### config.mk
export PLATFORM = sky130hd
export DESIGN_NAME = lcus_top
export DESIGN_NICKNAME = d
export VERILOG_FILES = /design/src/lcus_pkg.sv /design/src/lcus_top.sv
export VERILOG_INCLUDE_DIRS = /design/src /design/src/src
export SDC_FILE = /design/constraint.sdc
export NUM_CORES = 1
export LEC_CHECK = 0
export ABC_CLOCK_PERIOD_IN_PS = 4100
export BUFFER_PORTS_ARGS = -buffer_cell sky130_fd_sc_hd__buf_2
export CAP_MARGIN = 20
export CELL_PAD_IN_SITES_DETAIL_PLACEMENT = 0
export CELL_PAD_IN_SITES_GLOBAL_PLACEMENT = 2
export CORE_MARGIN = 2
export CORE_UTILIZATION = 42
export CTS_CLUSTER_DIAMETER = 100
export DETAILED_ROUTE_END_ITERATION = 6
export PLACE_DENSITY_LB_ADDON = 0.15
export SYNTH_ARGS = -nofsm -noshare
export SYNTH_HDL_FRONTEND = slang
export SYNTH_SLANG_ARGS = --single-unit
### constraint.sdc
create_clock -name clock -period 4.1 [get_ports clock]
set_input_delay 0.82 -clock clock [delete_from_list [all_inputs] [get_ports clock]]
set_output_delay 0.82 -clock clock [all_outputs]
set_load 0.02 [all_outputs]
### src/lcus_params.svh
// constants for the config unlock gate and serial interrupt slave
// assumes one system clock domain; link clock arrives as a sampled input
// Summary of operation
// - 55h to index port enters unlock
// - index and data ports act only unlocked
// - any reset clears unlock state
// - AAh to index port leaves unlock
// - base register 60h relocates config port
// - all frame channels disabled after reset; the irq2 frame still carries smi
// - quiet start: one low clock, no high
// - no start pulse during active cycle
// - quiet: level change requests a start
// - continuous mode: slave never starts cycle
// - mode changes in stop; resets continuous
// - stop width two quiet, three continuous
// - frames of three clocks after rising edge
// - sample clock low only for low level
// - recovery high after own low; turnaround off
// - frame N samples at 3N-1 clocks
// - present levels whoever started the cycle
// - IRQ13 in period 14, selectable
// - idle in stop ok; back-to-back start
// - host stops; start two clocks after stop
// - link reset tri-states line, continuous mode
// - drive and sample on link clock rises
// - one routed source per frame
`ifndef LCUS_PARAMS_SVH
`define LCUS_PARAMS_SVH
`define LCUS_KEY_ENTER    8'h55
`define LCUS_KEY_EXIT     8'hAA
`define LCUS_IDX_BASE_HI  8'h60
`define LCUS_IDX_BASE_LO  8'h61
`define LCUS_IDX_ROUTE    4'h4
`define LCUS_ROUTE_EN     7
`define LCUS_ROUTE_RST    8'h00
`define LCUS_PH_RECOV     2'h0
`define LCUS_PH_TURN      2'h1
`define LCUS_PH_SAMPLE    2'h2
`define LCUS_NFRAMES      5'h10
`define LCUS_IRQ2_FRAME   2
`define LCUS_STOP_MIN     3'h2
`define LCUS_STOP_QUIET   3'h2
`define LCUS_STOP_CONT    3'h3
`define LCUS_HOLDOFF      2'h1
`define LCUS_REG_STATUS   8'h00
`define LCUS_REG_CTRL     8'h04
`define LCUS_REG_BASE     8'h08
`define LCUS_ST_UNLOCK    0
`define LCUS_ST_QUIET     1
`define LCUS_ST_ACTIVE    2
`define LCUS_ST_PENDING   3
`define LCUS_CTRL_SMIMASK 0
`endif

### src/lcus_pkg.sv
// types shared by the unlock gate and serial interrupt slave
// assumes the params header is included by users of the constants
package lcus_pkg;
  typedef struct packed {
    logic [15:0] addr;
    logic [7:0]  data;
    logic        wr;
    logic        rd;
  } lcus_io_req_s;

  typedef struct packed {
    logic [7:0]  addr;
    logic [31:0] wdata;
    logic        wr;
    logic        rd;
  } lcus_bus_req_s;

  typedef enum logic [4:0] {
    SL_IDLE   = 5'b00001,
    SL_OWNST  = 5'b00010,
    SL_START  = 5'b00100,
    SL_FRAMES = 5'b01000,
    SL_STOP   = 5'b10000
  } lcus_slave_state_e;
endpackage : lcus_pkg

### src/lcus_top.sv
// config port unlock gate and serial interrupt slave
// assumes host io cycles already decoded to byte strobes on clock;
// link clock, serial irq line and resets arrive asynchronous
//
// Added by the designer: the placing of the registers and the plain strobed port.
`include "lcus_params.svh"
module lcus_top #(
  parameter int          NSRC             = 16,
  parameter logic [15:0] CFG_BASE_DEFAULT = 16'h002E
) (
  input  wire logic                   clock,
  input  wire logic                   reset_n,
  input  wire logic                   systemReset_n,
  input  wire logic                   legacyIoReset_n,
  input  wire logic                   linkReset_n,
  input  wire logic                   lpcClock,
  input  wire logic                   serialIrqPinIn,
  output logic                        serialIrqPinOut,
  output logic                        serialIrqPinOe_n,
  input  wire lcus_pkg::lcus_io_req_s ioReq,
  output logic [7:0]                  ioRdData,
  input  wire lcus_pkg::lcus_bus_req_s busReq,
  output logic [31:0]                 busRdData,
  input  wire logic [NSRC-1:0]        srcIrq,
  input  wire logic                   legacySmiRequest
);
  localparam int SELW = (NSRC > 1) ? $clog2(NSRC) : 1;

  // ---------------------------------------------------------------
  // input synchronisers
  // ---------------------------------------------------------------
  logic [4:0] syncA_r;
  logic [4:0] syncB_r;
  logic       lclkPrev_r;
  wire  [4:0] rawIn = {lpcClock, serialIrqPinIn, systemReset_n, legacyIoReset_n, linkReset_n};

  always_ff @(posedge clock or negedge reset_n) begin
    if (!reset_n) begin
      syncA_r    <= 5'h08;
      syncB_r    <= 5'h08;
      lclkPrev_r <= 1'b0;
    end else begin
      syncA_r    <= rawIn;
      syncB_r    <= syncA_r;
      lclkPrev_r <= syncB_r[4];
    end
  end

  wire lclkS   = syncB_r[4];
  wire pinIn   = syncB_r[3];
  wire sysRstS = ~syncB_r[2];
  wire ioRstS  = ~syncB_r[1];
  wire lnkRstS = ~syncB_r[0];
  // every line decision but link reset waits for a seen link clock rise
  wire tick    = lclkS & ~lclkPrev_r;
  wire anyRst  = sysRstS | ioRstS | lnkRstS;

  // ---------------------------------------------------------------
  // configuration port
  // ---------------------------------------------------------------
  logic        unlock_r;
  logic [7:0]  index_r;
  logic [15:0] base_r;
  logic [7:0]  route_r [16];
  logic        smiMask_r;

  wire hitIndex = ioReq.addr == base_r;
  wire hitData  = ioReq.addr == 16'(base_r + 16'h0001);
  wire idxWr    = ioReq.wr & hitIndex;
  wire dataWr   = ioReq.wr & hitData & unlock_r;
  wire keyIn    = idxWr & ~unlock_r & (ioReq.data == `LCUS_KEY_ENTER);
  wire keyOut   = idxWr & unlock_r & (ioReq.data == `LCUS_KEY_EXIT);
  wire idxLoad  = idxWr & unlock_r & ~keyOut;
  wire isRoute  = index_r[7:4] == `LCUS_IDX_ROUTE;

  function automatic logic [7:0] cfgRead(input logic [7:0] idx);
    logic [7:0] v;
    v = 8'h00;
    if (idx == `LCUS_IDX_BASE_HI) begin
      v = base_r[15:8];
    end else if (idx == `LCUS_IDX_BASE_LO) begin
      v = base_r[7:0];
    end else if (idx[7:4] == `LCUS_IDX_ROUTE) begin
      v = route_r[idx[3:0]];
    end
    return v;
  endfunction : cfgRead

  // locked reads give zero: data is undefined then anyway
  wire [7:0] ioRdNxt = !(ioReq.rd & unlock_r) ? 8'h00 :
                       hitIndex ? index_r :
                       hitData  ? cfgRead(index_r) : 8'h00;

  always_ff @(posedge clock or negedge reset_n) begin
    if (!reset_n) begin
      unlock_r <= 1'b0;
    end else if (anyRst | keyOut) begin
      unlock_r <= 1'b0;
    end else if (keyIn) begin
      unlock_r <= 1'b1;
    end
  end

  always_ff @(posedge clock or negedge reset_n) begin
    if (!reset_n) begin
      index_r  <= 8'h00;
      base_r   <= CFG_BASE_DEFAULT;
      ioRdData <= 8'h00;
    end else begin
      ioRdData <= ioRdNxt;
      if (idxLoad) begin
        index_r <= ioReq.data;
      end
      if (dataWr && index_r == `LCUS_IDX_BASE_HI) begin
        base_r[15:8] <= ioReq.data;
      end
      if (dataWr && index_r == `LCUS_IDX_BASE_LO) begin
        base_r[7:0] <= ioReq.data;
      end
    end
  end

  genvar g;
  generate
    for (g = 0; g < 16; g++) begin : gRoute
      always_ff @(posedge clock or negedge reset_n) begin
        if (!reset_n) begin
          route_r[g] <= `LCUS_ROUTE_RST;
        end else if (dataWr && isRoute && index_r[3:0] == 4'(g)) begin
          route_r[g] <= ioReq.data;
        end
      end
    end
  endgenerate

  // ---------------------------------------------------------------
  // frame levels
  // ---------------------------------------------------------------
  logic [15:0] lvl_r;
  logic [15:0] lvlNxt;

  generate
    for (g = 0; g < 16; g++) begin : gLvl
      wire [SELW-1:0] sel = route_r[g][SELW-1:0];
      wire            en  = route_r[g][`LCUS_ROUTE_EN];
      // a single select per frame keeps two sources off one frame
      wire srcLvl = (32'(sel) < NSRC) ? srcIrq[sel] : 1'b1;
      if (g == `LCUS_IRQ2_FRAME) begin : gShared
        // the route enable keeps irq2 routing and smi exclusive
        assign lvlNxt[g] = en ? srcLvl : (smiMask_r | legacySmiRequest);
      end else begin : gPlain
        assign lvlNxt[g] = en ? srcLvl : 1'b1;
      end
    end
  endgenerate

  always_ff @(posedge clock or negedge reset_n) begin
    if (!reset_n) begin
      lvl_r <= 16'hFFFF;
    end else begin
      lvl_r <= lvlNxt;
    end
  end

  // ---------------------------------------------------------------
  // serial interrupt slave
  // ---------------------------------------------------------------
  lcus_pkg::lcus_slave_state_e st_r;
  lcus_pkg::lcus_slave_state_e st_nxt;
  logic        quiet_r;
  logic        quiet_nxt;
  logic [1:0]  ph_r;
  logic [1:0]  ph_nxt;
  logic [4:0]  fIdx_r;
  logic [4:0]  fIdx_nxt;
  logic [2:0]  lowCnt_r;
  logic [2:0]  lowCnt_nxt;
  logic [1:0]  hold_r;
  logic [1:0]  hold_nxt;
  logic [15:0] sent_r;
  logic        drvLow_r;
  logic        drvLow_nxt;
  logic        drvHigh_r;
  logic        drvHigh_nxt;

  wire [2:0] lowInc  = (lowCnt_r == 3'h7) ? lowCnt_r : 3'(lowCnt_r + 3'h1);
  wire       pending = lvl_r != sent_r;
  wire       inFrame = fIdx_r < `LCUS_NFRAMES;
  wire [3:0] fSel    = fIdx_r[3:0];
  wire       canStart = quiet_r & pending & (hold_r == 2'h0);

  always_comb begin
    st_nxt      = st_r;
    quiet_nxt   = quiet_r;
    ph_nxt      = ph_r;
    fIdx_nxt    = fIdx_r;
    lowCnt_nxt  = pinIn ? 3'h0 : lowInc;
    hold_nxt    = (hold_r == 2'h0) ? hold_r : 2'(hold_r - 2'h1);
    drvLow_nxt  = 1'b0;
    drvHigh_nxt = 1'b0;
    unique case (st_r)
      lcus_pkg::SL_IDLE: begin
        if (!pinIn) begin
          st_nxt = lcus_pkg::SL_START;
        end else if (canStart) begin
          st_nxt     = lcus_pkg::SL_OWNST;
          drvLow_nxt = 1'b1;
        end
      end
      lcus_pkg::SL_OWNST: begin
        // released after one clock, never driven high
        st_nxt = lcus_pkg::SL_START;
      end
      lcus_pkg::SL_START: begin
        if (pinIn) begin
          st_nxt   = lcus_pkg::SL_FRAMES;
          ph_nxt   = `LCUS_PH_RECOV;
          fIdx_nxt = 5'h00;
        end
      end
      lcus_pkg::SL_FRAMES: begin
        ph_nxt = (ph_r == `LCUS_PH_SAMPLE) ? `LCUS_PH_RECOV : 2'(ph_r + 2'h1);
        if (ph_r == `LCUS_PH_SAMPLE && inFrame) begin
          fIdx_nxt = 5'(fIdx_r + 5'h01);
        end
        if (!pinIn && lowInc >= `LCUS_STOP_MIN) begin
          st_nxt = lcus_pkg::SL_STOP;
        end else if (ph_nxt == `LCUS_PH_SAMPLE && fIdx_nxt < `LCUS_NFRAMES) begin
          drvLow_nxt = ~lvl_r[fIdx_nxt[3:0]];
        end else if (ph_nxt == `LCUS_PH_RECOV) begin
          drvHigh_nxt = drvLow_r;
        end
      end
      lcus_pkg::SL_STOP: begin
        if (pinIn) begin
          st_nxt   = lcus_pkg::SL_IDLE;
          hold_nxt = `LCUS_HOLDOFF;
          if (lowCnt_r == `LCUS_STOP_QUIET) begin
            quiet_nxt = 1'b1;
          end else if (lowCnt_r == `LCUS_STOP_CONT) begin
            quiet_nxt = 1'b0;
          end
        end
      end
    endcase
  end

  always_ff @(posedge clock or negedge reset_n) begin
    if (!reset_n) begin
      st_r      <= lcus_pkg::SL_IDLE;
      quiet_r   <= 1'b0;
      ph_r      <= `LCUS_PH_RECOV;
      fIdx_r    <= 5'h00;
      lowCnt_r  <= 3'h0;
      hold_r    <= 2'h0;
      drvLow_r  <= 1'b0;
      drvHigh_r <= 1'b0;
    end else if (lnkRstS) begin
      st_r      <= lcus_pkg::SL_IDLE;
      quiet_r   <= 1'b0;
      ph_r      <= `LCUS_PH_RECOV;
      fIdx_r    <= 5'h00;
      lowCnt_r  <= 3'h0;
      hold_r    <= 2'h0;
      drvLow_r  <= 1'b0;
      drvHigh_r <= 1'b0;
    end else if (tick) begin
      st_r      <= st_nxt;
      quiet_r   <= quiet_nxt;
      ph_r      <= ph_nxt;
      fIdx_r    <= fIdx_nxt;
      lowCnt_r  <= lowCnt_nxt;
      hold_r    <= hold_nxt;
      drvLow_r  <= drvLow_nxt;
      drvHigh_r <= drvHigh_nxt;
    end
  end

  // levels count as delivered once their sample clock passes
  always_ff @(posedge clock or negedge reset_n) begin
    if (!reset_n) begin
      sent_r <= 16'hFFFF;
    end else if (lnkRstS) begin
      sent_r <= 16'hFFFF;
    end else if (tick && st_r == lcus_pkg::SL_FRAMES && ph_r == `LCUS_PH_SAMPLE && inFrame) begin
      sent_r[fSel] <= ~drvLow_r;
    end
  end

  assign serialIrqPinOut  = drvHigh_r;
  assign serialIrqPinOe_n = ~(drvLow_r | drvHigh_r);

  // ---------------------------------------------------------------
  // register port
  // ---------------------------------------------------------------
  wire selStatus = busReq.addr == `LCUS_REG_STATUS;
  wire selCtrl   = busReq.addr == `LCUS_REG_CTRL;
  wire selBase   = busReq.addr == `LCUS_REG_BASE;
  wire active    = st_r != lcus_pkg::SL_IDLE;

  wire [31:0] statusWord = {28'h0000000, pending, active, quiet_r, unlock_r};
  wire [31:0] rdMux = selStatus ? statusWord :
                      selCtrl   ? {31'h00000000, smiMask_r} :
                      selBase   ? {16'h0000, base_r} : 32'h00000000;

  always_ff @(posedge clock or negedge reset_n) begin
    if (!reset_n) begin
      smiMask_r <= 1'b0;
      busRdData <= 32'h00000000;
    end else begin
      busRdData <= busReq.rd ? rdMux : 32'h00000000;
      if (busReq.wr && selCtrl) begin
        smiMask_r <= busReq.wdata[`LCUS_CTRL_SMIMASK];
      end
    end
  end
endmodule : lcus_top

== Word level (Yosys, flattened, before mapping) ==
Cells that the tools add are included.
Cells by class
  magnitude comparators: 23
  $add $sub $neg: 5
  equality and inequality tests: 46
  multiplexer cells: 117
  reduce and logical (&&, ||, !) cells: 36
  bitwise logic cells: 27
Operator list (number)
  16-bit 2-to-1 mux: 6
  4-bit by 5-bit less-than comparator with 1-bit output (second input constant): 18
  1-bit binary-select mux with 4-bit select: 17
  8-bit 2-to-1 mux: 8
  5-bit 2-to-1 mux: 12
  1-bit 2-to-1 mux: 54
  8-bit binary-select mux with 4-bit select: 1
  16-bit == test: 2
  4-bit == test (second input constant): 8
  1-bit logical AND: 27
  5-bit one-hot mux with 5 select lines: 1
  8-bit by 7-bit == test with 1-bit output (second input constant): 3
  4-bit by 3-bit == test with 1-bit output (second input constant): 5
  2-bit 2-to-1 mux: 9
  16-bit by 1-bit adder with 16-bit output (second input constant): 1
  16-bit bitwise mux: 1
  16-bit inequality test: 1
  1-bit bitwise AND: 12
  3-bit 2-to-1 mux: 4
  5-bit less-than comparator (second input constant): 2
  5-bit one-hot mux with 2 select lines: 1
  3-bit inequality test (second input constant): 3
  1-bit inverter: 9
  4-bit by 2-bit == test with 1-bit output (second input constant): 2
  other kinds (36): 47
Word-level totals
  input port bits: 92
  output and inout bits: 42
  logic and storage cells: 290
  flip-flop bits (word level): 241

== Depth between registers and ports, before layout ==
  depth in word-level cells: 12
  depth in mapped cells: 9
  gate-level depth less buffers: 8

== Least setup slack after synthesis ==
No wires, ideal clock.
  path type: register to register
  start: register base_r[1]
  end: register route_r, in the netlist gLvl[5].en
  required time: 3.975 ns
  setup time: 0.125 ns
  arrival time: 3.111 ns
  clock period less this slack: 3.236 ns
  path slack: 0.864 ns
  buffers on the path: 1
  cell stages (with the launch flop): 10
  path through: dfstp_2 ha_1 nand4_2 or4_1 o21a_1 nand2_2 nand4_4 buf_12 nor4_4 mux2_4
On the way
  longest elaborated chain between the ends: 6
Ends and longest elaborated chain
  start: declaration: RTL line lcus_top.sv:63  | logic [15:0] base_r;
  start signal: assignment: RTL line lcus_top.sv:118  | base_r[7:0] <= ioReq.data;
  16-bit by 1-bit adder with 16-bit output: RTL line lcus_top.sv:68  | wire hitData = ioReq.addr == 16'(base_r + 16'h0001);
  16-bit == test: RTL line lcus_top.sv:68
  1-bit bitwise AND (2 in series): RTL line lcus_top.sv:70  | wire dataWr = ioReq.wr & hitData & unlock_r;
  1-bit logical AND (2 in series): RTL line lcus_top.sv:129  | end else if (dataWr && isRoute && index_r[3:0] == 4'(g)) begin
  end signal: indexed assignment: RTL line lcus_top.sv:128  | route_r[g] <= `LCUS_ROUTE_RST;
  end signal: indexed assignment: RTL line lcus_top.sv:130  | route_r[g] <= ioReq.data;
  end: declaration: RTL line lcus_top.sv:64  | logic [7:0] route_r [16];
Every way passes these cells.
A chain may end at the register's enable or synchronous reset.

== Final worst setup path ==
  start: register base_r[1]
  end: register route_r, in the netlist gLvl[12].sel[2]
Same word-level chain as after synthesis.

==> metrics.txt <==
Synth-to-Final Area Change=12.2%; worst hold slack=292 ps; final core occ=48.1%; Total GRT Usage=22.2%; Pint=4280 µW; Psw=1290 µW; Antenna Cells=0; top sig layer=met4; total core area=33600 µm²; post-cts gate resize count=0; Worst IR Drop VDD=0.000293 V; FF-to-FF Start=base_r[1]$_DFFE_PN1P_; Unique masters post-synth=75; Setup CP Type=reg -> reg; Detail Placement HPWL=25800 µm; # setup viols final=0; number of synthesized flops with an enable pin=0; outcome=complete, no violations; Max Fclk=0.278 GHz; Final Max Slew Viols=0; Worst Path Required=4540 ps; worst-skew pair later-pin latency=560 ps; row cnt=67; Leakage=0.00669 µW; Pre-antenna DRT Iters=5; CTS Buf Count=29; Post-Syn Area per Cell=13.2 µm²; H-tree levels=1; Worst Max-Slew Pin Slew=977 ps; DIE AREA=35800 µm²; sequential power share=43.2%; share of synthesized registers carrying an async set or reset=100%; setup_tns=0 ps; wire length on met3=2110 µm; combinational share of power=6.2%; io pins=134; # Max-Cap Violations=0; register area share after synthesis=42.2%; clock-pin slew on the worst setup and hold paths=60 ps; slew margin rel.=34.7%; Nets=1244; global-route wire length before repair=61100 µm; clock power share=50.6%; Port Buffers=86; Crit-path slowest cell=dfstp_2; worst min-delay path category=in -> async; Net Sw Frac=23.2%; Die Y-Extent=189 µm; most common cell after layout, fill and taps aside=dfrtp_1; endpoint class of the critical path=register; # hold bufs at CTS=0; startpoint types=register; Power Total=5570 µW; CP max FO=12; crit path time final=3600 ps; Post-Syn Instances=1089; share of cells above drive strength 1=43.5%; via count=9438; final worst-path cycle share=87.7%; dominant synthesized flop cell=dfrtp_1; number of global-route vias before repair=9875; Critical path origin=base_r[1]$_DFFE_PN1P_; wire per inst=24.0 µm; initial antenna violation count=0; Final ANT Viol Nets=0; DR vias/cell=5.84; RSZ-0062 raised after global routing=false; Yosys reg bits=241; Final Skew=25.3 ps; TritonCTS clock tree=built; Finished Cell Area=16200 µm²; DP Area=15100 µm²; most frequent cells in the layout=dfrtp_1, mux2_2, mux4_2, buf_2, nand2_1; Placer Congestion=0.783; Setup Fix Bufs, Post-CTS=0; Post-Route M1 WL=17300 µm; Clock Tree Buf Depth=3; critical path cell sequence=ha_1 > nand4_2 > or4_1 > o21a_1 > nand2_2 > nand4_4 > nor4_4 > buf_4 > mux2_2; Die W=189 µm; met2 wire length=18400 µm; gr ovfl total=0; Starting Density=42.8%; TritonCTS Sinks=241; DRT iter0 DRCs=591; Worst path max stage delay=640 ps; clock root cell=clkbuf_16; Ys Warns=0; Mapped Area=14400 µm²; Power Density=345 nW/µm²; Post-Route WL=38700 µm; Final Hold Fails=0; critical path arrival=4040 ps; DRC=0; largest net degree at the start of global routing=89
-- cells by family (layout without fill, tap and decap cells) --
| group | after synthesis | count (layout) | synth area share [%] |
|---|---|---|---|
| multiplexers | 304 | 304 | 32.7 |
| AND/OR/NAND/NOR | 265 | 265 | 11.9 |
| AO/OA/AOI/OAI | 111 | 111 | 5.42 |
| buffers and inverters | 121 | 184 | 4.75 |
| adder cells (fa/ha/maj) | 8 | 8 | 0.695 |
| XOR/XNOR | 38 | 38 | 2.31 |
| other | 1 | 16 | 0.0260 |
| flip-flops | 241 | 241 | 42.2 |
-- registers in the layout (all words and copies together), names as in the netlist, 2 cells and up --
name / flops
st_r: 5
syncB_r: 5
ph_r: 2
gLvl.en: 16
gLvl.sel: 64
lvl_r: 16
syncA_r: 5
ioRdData: 8
index_r: 8
sent_r: 16
route_r: 48
fIdx_r: 5
lowCnt_r: 3
busRdData: 16
base_r: 16
hold_r: 2
-- synth_stat cells (3+ instances only) --
master	n	area share (%)
clkdlybuf4s50_2	8	0.63
nor3_1	13	0.45
mux2i_1	36	2.5
nand2_1	51	1.3
a21oi_1	18	0.63
nor4bb_1	4	0.28
mux2_4	8	0.83
or4_1	10	0.52
o22ai_1	10	0.43
or3_1	6	0.26
and2_1	10	0.43
or2_2	3	0.13
ha_1	8	0.69
nor4_4	17	2.5
nand3_1	28	0.97
o31ai_1	8	0.42
o21a_1	3	0.16
dfstp_2	39	7.1
buf_1	5	0.13
inv_1	12	0.31
nor2b_1	9	0.39
nor2_1	50	1.3
mux2_2	143	11
xnor2_1	12	0.73
o311ai_0	12	0.73
dfrtp_1	202	35
o21ai_0	27	0.94
nand4_1	10	0.43
nand2b_1	26	1.1
nor4_1	9	0.39
o211ai_1	4	0.21
xor2_1	26	1.6
mux4_2	115	18
o41ai_1	11	0.67
clkbuf_1	67	1.7
buf_4	19	0.99
-- critical path, delay by kind of cell (launching register included) --
family	cells	cell delay (ps)
AO/OA/AOI/OAI	1	120
adder cells (fa/ha/maj)	1	290
buffers and inverters	1	240
flip-flops	1	640
multiplexers	1	350
AND/OR/NAND/NOR	5	1840
-- through the flow --
stage,instances,setup slack [ps]
4_1_cts,1615,488
2_1_floorplan,1104,864
3_5_place_dp,1561,474
3_3_place_gp,1561,500
6_report,1615,503
5_1_grt,1615,314
-- final timing paths --
kind	cells past startpoint	slack (ps)	to
min	1	290	busRdData[12]$_DFF_PN0_
min reg2reg	0	350	syncB_r[1]$_DFF_PN0_
max	9	500	gLvl[12].sel[2]$_DFFE_PN0P_
max in group asynchronous	2	2940	st_r[0]$_DFFE_PN1P_
max reg2reg	9	500	gLvl[12].sel[2]$_DFFE_PN0P_
min in group clock	0	350	syncB_r[1]$_DFF_PN0_
-- power by group through the flow --
stage | Combinational, µW | Clock (µW) | Sequential, µW
4_1_cts | 349 | 2890 | 2410
5_1_grt | 377 | 2990 | 2410
3_5_place_dp | 348 | 0 | 2450
6_report | 346 | 2820 | 2410
3_3_place_gp | 347 | 0 | 2450
2_1_floorplan | 206 | 0 | 2440
-- final cells by class --
class	count	area (µm²)
clock buffer	40	817
clock inverter	14	238
fill	3033	17500
inverter	12	45.0
multi-input combinational	742	7700
sequential	241	6080
tap	448	561
timing repair buffer	118	718
-- per-layer routing --
metal  global-route usage (%)  up-vias
met5                        0        -
met4                     5.80        0
met3                     3.54       56
met2                     36.5      312
met1                     30.8     4844
li1                         -     4226
Note: power is estimated with default switching activity, not from simulation.
